### src/core/sep_defs.svh
/*
 constants of the serial program port: command codes, frame positions,
 memory sizes, reset values and timing counts.
 assumes a 100 MHz core clock.
*/
`ifndef SEP_DEFS_SVH
`define SEP_DEFS_SVH

// pin positions inside the synchroniser vectors
`define SEP_PIN_DAT        0
`define SEP_PIN_CLK        1
`define SEP_PIN_MODE       2

// six-bit commands, value as written msb first
`define SEP_CMD_LOAD_CFG   6'h00
`define SEP_CMD_LOAD_ENC   6'h03
`define SEP_CMD_READ_CFG   6'h04
`define SEP_CMD_READ_ENC   6'h05
`define SEP_CMD_INC        6'h06
`define SEP_CMD_ERASE_PROG 6'h08
`define SEP_CMD_PROG_ONLY  6'h0a
`define SEP_CMD_BULK       6'h0b
`define SEP_CMD_LAST_BIT   5'h05

// frame positions, counted in clock cycles from 1
`define SEP_DATA_FIRST     5'h02
`define SEP_DATA_LAST      5'h0d
`define SEP_FRAME_LEN      5'h10

// pointer and memories
`define SEP_PTR_ENTRY      10'h3ff
`define SEP_ENC_DEPTH      8'h40
`define SEP_CFG_DEPTH      10'h010
`define SEP_CFG_WORD_IDX   4'h8
`define SEP_EP_BIT         6
`define SEP_ERASED         8'hff
`define SEP_CFG_RESET      12'hfff

// timing
`define SEP_CLK_MHZ        100
`define SEP_BULK_MS        10
`define SEP_PROG_US        5000
`define SEP_BULK_CYCLES    (`SEP_BULK_MS * 1000 * `SEP_CLK_MHZ)
`define SEP_PROG_CYCLES    (`SEP_PROG_US * `SEP_CLK_MHZ)
`define SEP_BUSY_W         20

`endif

### src/core/sep_pkg.sv
/*
 types of the serial program port: phases, pending operations and the
 single packed state record of the core.
 assumes sep_defs.svh for widths.
*/
`include "sep_defs.svh"
package sep_pkg;

    typedef enum logic [1:0] {
        sep_idle,
        sep_cmd,
        sep_rdata,
        sep_ldata
    } sep_phase_t;

    typedef enum logic [1:0] {
        sep_op_none,
        sep_op_erase_prog,
        sep_op_prog_only,
        sep_op_bulk
    } sep_op_t;

    typedef enum logic [1:0] {
        sep_ld_none,
        sep_ld_cfg,
        sep_ld_enc
    } sep_load_t;

    typedef struct packed {
        logic [2:0]                sync1;
        logic [2:0]                sync2;
        logic [2:0]                sync3;
        logic [2:0]                pin;
        sep_phase_t                phase;
        logic [4:0]                cnt;
        logic [5:0]                cmd_sh;
        logic [11:0]               sh;
        logic [11:0]               latch;
        sep_load_t                 load_kind;
        logic [9:0]                ptr;
        logic                      bulk_armed;
        sep_op_t                   op;
        logic [`SEP_BUSY_W-1:0]    busy_cnt;
        logic                      busy;
        logic                      dout;
        logic                      doe;
        logic [63:0][7:0]          enc;
        logic [15:0][11:0]         cfg;
    } sep_state_t;

endpackage : sep_pkg

### src/core/sep_port.sv
/*
 serial program port core: pin synchronisers, command shifter, data frame
 engine, shared pointer, encoder and configuration memories, protection.
 assumes the programmer clock and data pins and the mode select level
 arrive unsynchronised; the data pin is split into in, out and enable.
*/
// Operation
// RL1 - six-bit command, bits taken on falling clock edge, lsb first
// RL2 - programmer leaves one microsecond after each command
// RL3 - data frame is 16 cycles: start, 12 data, two zeros, stop
// RL4 - data lsb first, driven on rise, sampled on fall, first in cycle two
// RL5 - 000000 loads configuration data, 000011 loads encoder data
// RL6 - 000100 reads configuration, 000101 reads encoder, both with a frame
// RL7 - 000110 increments, 001000 erases and programs, 001010 programs only
// RL8 - 001011 arms bulk erase; other codes are reserved
// RL9 - configuration load sets pointer to 3ff, then takes 12 bits
// RL10 - encoder load keeps the first eight data bits only
// RL11 - encoder addressed by low eight pointer bits; 40h-ffh read zero
// RL12 - read drives data pin from second rise until frame end
// RL13 - configuration reads ignore the protection bit
// RL14 - protection makes encoder reads zero and blocks encoder writes
// RL15 - increment command advances the shared pointer by one
// RL16 - a load precedes each program command; erase then write, self-timed
// RL17 - program-only writes the loaded word without erasing first
// RL18 - programmer should bulk erase before program-only series
// RL19 - after bulk erase command the next program erases all encoder memory
// RL20 - configuration word written only if protection bit value changes
// RL21 - protection bit is bit 6; 0 to 1 unprotects and bulk erases
// RL22 - programmer preserves reserved configuration bits
// RL23 - entry with clock and data low while mode pin rises; pointer 3ff
// RL24 - bulk erase sets every encoder location to 0ffh
// RL25 - reserved command codes change nothing
`timescale 1ns/1ps
`include "sep_defs.svh"
module sep_port #(
    parameter int unsigned BULK_CYCLES = `SEP_BULK_CYCLES,
    parameter int unsigned PROG_CYCLES = `SEP_PROG_CYCLES
) (
    input  wire logic clk,
    input  wire logic reset,
    input  wire logic mode_select_pin,
    input  wire logic serial_clock_pin,
    input  wire logic serial_data_pin_in,
    output wire logic serial_data_pin_out,
    output wire logic serial_data_pin_oe,
    output wire logic encoder_protect_bit,
    output wire logic prog_busy
);

    sep_pkg::sep_state_t st;
    sep_pkg::sep_state_t next_st;
    logic [2:0]          filt;
    logic                rise;
    logic                fall;
    logic                din;
    logic [5:0]          cmd;
    logic [4:0]          idx;
    logic [7:0]          enc_addr;
    logic                unprot;
    logic [11:0]         old_cfg;

    always_comb begin
        next_st  = st;
        filt     = st.pin;
        // a pin change counts once the second and third stages agree
        for (int i = 0; i < 3; i++) begin
            if (st.sync2[i] == st.sync3[i]) begin
                filt[i] = st.sync2[i];
            end
        end
        next_st.sync1 = {mode_select_pin, serial_clock_pin, serial_data_pin_in};
        next_st.sync2 = st.sync1;
        next_st.sync3 = st.sync2;
        next_st.pin   = filt;
        rise     = filt[`SEP_PIN_CLK] & ~st.pin[`SEP_PIN_CLK];
        fall     = ~filt[`SEP_PIN_CLK] & st.pin[`SEP_PIN_CLK];
        din      = filt[`SEP_PIN_DAT];
        cmd      = {din, st.cmd_sh[5:1]}; // see RL1
        idx      = st.cnt + 5'h01;
        enc_addr = st.ptr[7:0]; // see RL11
        unprot   = st.cfg[`SEP_CFG_WORD_IDX][`SEP_EP_BIT];
        old_cfg  = st.cfg[st.ptr[3:0]];

        // self-timed completion of a program cycle
        if (st.busy_cnt != '0) begin
            next_st.busy_cnt = st.busy_cnt - `SEP_BUSY_W'(1);
        end
        if (st.busy_cnt == `SEP_BUSY_W'(1)) begin
            next_st.busy      = 1'b0;
            next_st.op        = sep_pkg::sep_op_none;
            next_st.load_kind = sep_pkg::sep_ld_none;
            if (st.op == sep_pkg::sep_op_bulk) begin
                if (unprot) begin // see RL14
                    for (int j = 0; j < 64; j++) begin
                        next_st.enc[j] = `SEP_ERASED; // see RL19 RL24
                    end
                end
            end else if (st.load_kind == sep_pkg::sep_ld_enc) begin
                if (unprot && enc_addr < `SEP_ENC_DEPTH) begin // see RL14
                    if (st.op == sep_pkg::sep_op_prog_only) begin
                        // no erase: programming can only clear bits
                        next_st.enc[enc_addr[5:0]] =
                            st.enc[enc_addr[5:0]] & st.latch[7:0]; // see RL17
                    end else begin
                        next_st.enc[enc_addr[5:0]] = st.latch[7:0]; // see RL16
                    end
                end
            end else if (st.ptr < `SEP_CFG_DEPTH) begin
                if (st.ptr[3:0] != `SEP_CFG_WORD_IDX) begin
                    next_st.cfg[st.ptr[3:0]] = st.latch;
                end else if (st.latch[`SEP_EP_BIT] != old_cfg[`SEP_EP_BIT]) begin
                    next_st.cfg[st.ptr[3:0]] = st.latch; // see RL20
                    if (st.latch[`SEP_EP_BIT]) begin
                        for (int j = 0; j < 64; j++) begin
                            next_st.enc[j] = `SEP_ERASED; // see RL21 RL24
                        end
                    end
                end
            end
        end

        case (st.phase)
            sep_pkg::sep_idle: begin
                if (filt[`SEP_PIN_MODE] & ~filt[`SEP_PIN_CLK]
                    & ~filt[`SEP_PIN_DAT]) begin
                    next_st.phase = sep_pkg::sep_cmd;
                    next_st.ptr   = `SEP_PTR_ENTRY; // see RL23
                    next_st.cnt   = 5'h00;
                end
            end
            sep_pkg::sep_cmd: begin
                if (fall) begin
                    next_st.cmd_sh = cmd;
                    next_st.cnt    = idx;
                    if (st.cnt == `SEP_CMD_LAST_BIT) begin // see RL1
                        next_st.cnt = 5'h00;
                        next_st.sh  = 12'h000;
                        // commands that arrive during a program cycle are dropped
                        if (!st.busy) begin
                            case (cmd)
                                `SEP_CMD_LOAD_CFG: begin
                                    next_st.ptr   = `SEP_PTR_ENTRY; // see RL9
                                    next_st.phase = sep_pkg::sep_ldata; // see RL5
                                end
                                `SEP_CMD_LOAD_ENC: begin
                                    next_st.phase = sep_pkg::sep_ldata; // see RL5
                                end
                                `SEP_CMD_READ_CFG: begin
                                    if (st.ptr < `SEP_CFG_DEPTH) begin
                                        next_st.sh = old_cfg; // see RL13
                                    end
                                    next_st.phase = sep_pkg::sep_rdata; // see RL6
                                end
                                `SEP_CMD_READ_ENC: begin
                                    if (unprot && enc_addr < `SEP_ENC_DEPTH) begin
                                        next_st.sh = {4'h0, st.enc[enc_addr[5:0]]}; // see RL14
                                    end
                                    next_st.phase = sep_pkg::sep_rdata; // see RL6
                                end
                                `SEP_CMD_INC: begin
                                    next_st.ptr = st.ptr + 10'h001; // see RL15 RL7
                                end
                                `SEP_CMD_ERASE_PROG,
                                `SEP_CMD_PROG_ONLY: begin
                                    next_st.busy = 1'b1;
                                    if (st.bulk_armed) begin
                                        next_st.bulk_armed = 1'b0;
                                        next_st.op         = sep_pkg::sep_op_bulk; // see RL19
                                        next_st.busy_cnt   = `SEP_BUSY_W'(BULK_CYCLES);
                                    end else if (st.load_kind != sep_pkg::sep_ld_none) begin
                                        next_st.busy_cnt = `SEP_BUSY_W'(PROG_CYCLES); // see RL16
                                        if (cmd == `SEP_CMD_PROG_ONLY) begin
                                            next_st.op = sep_pkg::sep_op_prog_only; // see RL7
                                        end else begin
                                            next_st.op = sep_pkg::sep_op_erase_prog;
                                        end
                                    end else begin
                                        next_st.busy = 1'b0;
                                    end
                                end
                                `SEP_CMD_BULK: begin
                                    next_st.bulk_armed = 1'b1; // see RL8
                                end
                                default: begin
                                    next_st.phase = sep_pkg::sep_cmd; // see RL25
                                end
                            endcase
                        end
                    end
                end
            end
            sep_pkg::sep_rdata: begin
                if (rise && idx >= `SEP_DATA_FIRST) begin
                    next_st.doe  = 1'b1; // see RL12
                    next_st.dout = st.sh[0]; // see RL4
                    next_st.sh   = {1'b0, st.sh[11:1]};
                end
                if (fall) begin
                    next_st.cnt = idx;
                    if (idx == `SEP_FRAME_LEN) begin // see RL3
                        next_st.doe   = 1'b0; // see RL12
                        next_st.dout  = 1'b0;
                        next_st.cnt   = 5'h00;
                        next_st.phase = sep_pkg::sep_cmd;
                    end
                end
            end
            sep_pkg::sep_ldata: begin
                if (fall) begin
                    next_st.cnt = idx;
                    if (idx >= `SEP_DATA_FIRST && idx <= `SEP_DATA_LAST) begin
                        next_st.sh = {din, st.sh[11:1]}; // see RL4
                    end
                    if (idx == `SEP_FRAME_LEN) begin // see RL3 RL10
                        next_st.cnt   = 5'h00;
                        next_st.phase = sep_pkg::sep_cmd;
                        if (st.cmd_sh == `SEP_CMD_LOAD_ENC) begin
                            next_st.latch     = {4'h0, st.sh[7:0]}; // see RL10
                            next_st.load_kind = sep_pkg::sep_ld_enc;
                        end else begin
                            next_st.latch     = st.sh; // see RL9
                            next_st.load_kind = sep_pkg::sep_ld_cfg;
                        end
                    end
                end
            end
            default: begin
                next_st.phase = sep_pkg::sep_idle;
            end
        endcase

        // leaving program mode abandons any frame and frees the pin
        if (!filt[`SEP_PIN_MODE]) begin
            next_st.phase = sep_pkg::sep_idle;
            next_st.doe   = 1'b0;
            next_st.dout  = 1'b0;
            next_st.cnt   = 5'h00;
        end
    end

    always_ff @(posedge clk) begin
        if (reset) begin
            st     <= '0;
            st.ptr <= `SEP_PTR_ENTRY;
            st.enc <= {64{`SEP_ERASED}};
            st.cfg <= {16{`SEP_CFG_RESET}};
        end else begin
            st <= next_st;
        end
    end

    assign serial_data_pin_out = st.dout;
    assign serial_data_pin_oe  = st.doe;
    assign encoder_protect_bit = st.cfg[`SEP_CFG_WORD_IDX][`SEP_EP_BIT];
    assign prog_busy           = st.busy;

endmodule : sep_port

### config.mk
export PLATFORM = sky130hd
export DESIGN_NAME = sep_port
export DESIGN_NICKNAME = d
export VERILOG_FILES = /design/src/core/sep_pkg.sv /design/src/core/sep_port.sv
export VERILOG_INCLUDE_DIRS = /design/src /design/src/core
export SDC_FILE = /design/constraint.sdc
export NUM_CORES = 2
export LEC_CHECK = 0
export ABC_AREA = 1
export BUFFER_PORTS_ARGS = -buffer_cell sky130_fd_sc_hd__buf_2
export CORE_ASPECT_RATIO = 0.5
export CORE_MARGIN = 3
export CORE_UTILIZATION = 40
export DETAILED_ROUTE_END_ITERATION = 16
export PLACE_DENSITY = 0.52
export SYNTH_ARGS = -nofsm -noshare
export SYNTH_HDL_FRONTEND = slang
export SYNTH_SLANG_ARGS = --single-unit
export TNS_END_PERCENT = 30
### constraint.sdc
create_clock -name clk -period 2.9 [get_ports clk]
set_input_delay 0.145 -clock clk [delete_from_list [all_inputs] [get_ports clk]]
set_output_delay 0.145 -clock clk [all_outputs]
set_load 0.02 [all_outputs]
==> flow_metrics.py <==
metrics = {
    "run_status": {
        "outcome": "complete, but fails checks",
        "failed_checks": "negative setup slack",
    },
    "cts": {
        "clk_pin_slew_ns": 0.07,
        "clock-sinks": 791,
        "root_buffer": "clkbuf_16",
        "cts_buffers": 81,
        "cts_tree": "done",
        "clk_latency_ns": 0.71,
        "cts-htree-levels": 3,
        "clk_path_buf_depth": 3,
    },
    "grt": {
        "grt_antenna_before_repair": 3,
        "grt_first_pass_wirelength_mm": 269,
        "grt_pass1_vias": 43100,
        "grt_max_degree": 121,
        "grt_usage": 0.306,
        "grt_remaining_overflow": 0,
    },
    "drt": {
        "viasPerCell": 5.57,
        "vias": 47100,
        "drt_wl_total_mm": 180,
        "first_iter_violations": 5801,
        "drt_first_pass_iters": 6,
        "wl_per_cell_um": 21.3,
        "ant_nets": 0,
        "drc": 0,
    },
    "critical_path": {
        "endpoint_kind": "flop",
        "worstPathMaxFanout": 21,
        "cp-start-kind": "flop",
        "cp.required_ns": 3.53,
        "crit_type": "flop to flop",
        "cp.arrival_ns": 3.54,
    },
    "place": {
        "gp_congestion": 0.938,
        "hpwl_mm": 113,
        "io_buffers": 8,
    },
    "synth": {
        "syn_area_mm2": 0.0439,
        "synth.top_cell.area_share": 0.360,
        "synth_cell_types": 50,
        "synth_top_area_cell": "dfxtp_1",
        "synth-main-ff-cell": "dfxtp_1",
        "ys_ff_latch": 791,
        "ys_async_sr_fraction": 0,
        "synth_edf_count": 0,
        "avgSynthCellArea_um2": 6.28,
        "synthCells": 6996,
        "yosys_warnings": 0,
        "syn_nets": 7012,
        "ys_seq_area_frac": 0.360,
        "ys_top_cells_by_area": "dfxtp_1 36%, nand2_1 24%, nand3_1 16%, inv_1 4.0%, nor2_1 2.4%",
    },
    "sta": {
        "layout_setup_ws_ns": -0.00741,
        "maxSlewViolCount": 0,
        "fmaxAchievable_mhz": 344,
        "max_slew_margin": 0.332,
        "fin_worst_skew_ns": 0.0301,
        "period_share": 1.00,
        "setup_viol": 1,
        "hold_viol": 0,
        "worstMarginPinSlew_ns": 0.998,
        "min_period_ns": 2.91,
        "holdWs_ns": 0.407,
        "rsz0062_at_grt": "yes",
    },
    "finish": {
        "layout_common_cells": "2,767 x nand2_1, 1,437 x nand3_1, 781 x dfxtp_1",
        "fin_nets": 6956,
        "final_common_cell": "nand2_1",
        "areaGrowthSynthToFinish_pct": 13.6,
        "final_layout_size_suffix_gt1_frac": 0.108,
    },
    "floorplan": {
        "start_util": 0.406,
        "dieArea_mm2": 0.114,
        "ios": 9,
        "core.rowCount": 85,
        "core_mm2": 0.108,
        "die_h_um": 240,
        "die_w_um": 475,
    },
    "run": {
        "drv_cap": 0,
    },
    "power": {
        "leakagePower_nw": 28.1,
        "peakVddDrop_v": 0.000526,
        "pwr_density_cell_mw_per_mm2": 471,
        "finalPower_mw": 23.5,
    },
    "worst_hold_path": {
        "hold_path_class": "flop to flop",
    },
}
## critical path, cell delays in order, from the launching register on
cell	delay, ns
dfxtp_1	0.51
buf_4	0.37
nand2_1	0.11
nor2_1	0.13
buf_4	0.32
inv_1	0.38
nor3_2	0.57
nand3_1	0.16
nand2_1	0.09
nand2_1	0.05
nand3_1	0.09
## cell usage after synthesis (6+ instances only)
cell type and instances:
a21oi_1 174, a221oi_1 6, a22o_1 17, a22oi_1 10
buf_1 44, buf_2 113, buf_4 34, buf_6 46
clkbuf_1 229, dfxtp_1 791, ha_1 11, inv_1 466
inv_2 16, nand2_1 2768, nand2_2 7, nand3_1 1437
nand3b_2 60, nand4_1 28, nor2_1 283, nor2_2 68
nor2_4 10, nor3_1 20, nor3_2 59, o211ai_1 19
o21ai_0 121, o21ai_1 35, or2_0 25, or2_2 40
xor2_1 6
## cell type report
type                    instances  area (µm²)
well taps                    1435        1800
clock buffers                 120        2360
inverters                     483        1830
clock inverters                29         340
diodes                          3        7.51
flip-flops and latches        791       15900
fillers                     11300       58300
multi-input cells            5255       24200
repair buffers                328        3480
## layer usage
metal	global-route usage	vias to the layer above	share of wire
met5	0	-	0
li1	-	22300	-
met1	0.443	22200	0.45
met2	0.448	2270	0.42
met3	0.0653	340	0.10
met4	0.0973	0	0.031
## report_power, final
part | internal, mW | switching [mW] | total (mW) | leakage (nW)
combinational | 0.413 | 0.899 | 1.31 | 20.4
clock | 6.21 | 4.94 | 11.2 | 1.34
sequential | 10.9 | 0.0772 | 11.0 | 6.41
## final timing paths
| kind | cells past startpoint | from | slack, ns | endpoint |
|---|---|---|---|---|
| max reg2reg | 10 | enc_addr[3] | -0.007 | st[388] |
| min | 2 | next_st[787] | 0.41 | next_st[784] |
| min reg2reg | 2 | next_st[787] | 0.41 | next_st[784] |
| max | 10 | enc_addr[3] | -0.007 | st[388] |
## repair_timing
| item | 4_1_cts | 5_1_grt |
|---|---|---|
| pin swaps | 0 | 2 |
| buffers inserted | 0 | 1 |
| endpoints found under the hold margin | 59 | 0 |
| gates cloned | 0 | 2 |
| endpoints found under the setup margin | 54 | 548 |
| hold buffers | 7 | 0 |
| resized for setup | 1 | 65 |
## sequential cells by signal (all words and copies together) (netlist names)
signal               cells
prog_busy                1
cmd                      5
serial_data_pin_oe       1
st                     768
encoder_protect_bit      1
next_st                  6
enc_addr                 8
serial_data_pin_out      1
## cell families (layout without fill, tap and decap cells)
| group | Yosys count | after routing | share of synthesized area |
|---|---|---|---|
| and+or+nand+nor | 4831 | 4831 | 0.488 |
| buffers and inverters | 950 | 960 | 0.0952 |
| DFF | 791 | 791 | 0.360 |
| AOI/OAI and AO/OA | 400 | 400 | 0.0505 |
| adders and majority gates | 11 | 11 | 0.00313 |
| xor gates and xnor gates | 10 | 10 | 0.00199 |
| muxes | 3 | 3 | 0.000683 |
| other | 0 | 3 | 0 |
## per-stage QoR
step	utilization	instances	setup TNS, ns	worst slack, ns	instance area (µm²)
3_3_place_gp	0.432	8282	-0.492	-0.0451	46800
2_1_floorplan	-	6996	0	0.407	43900
6_report	0.461	8444	-0.00741	-0.00741	49900
3_5_place_dp	0.432	8282	-0.681	-0.0596	46800
4_1_cts	0.458	8438	0	0.0166	49600
5_1_grt	0.461	8442	-3.38	-0.109	49900
No activity file was read; power rests on OpenSTA's default activity.
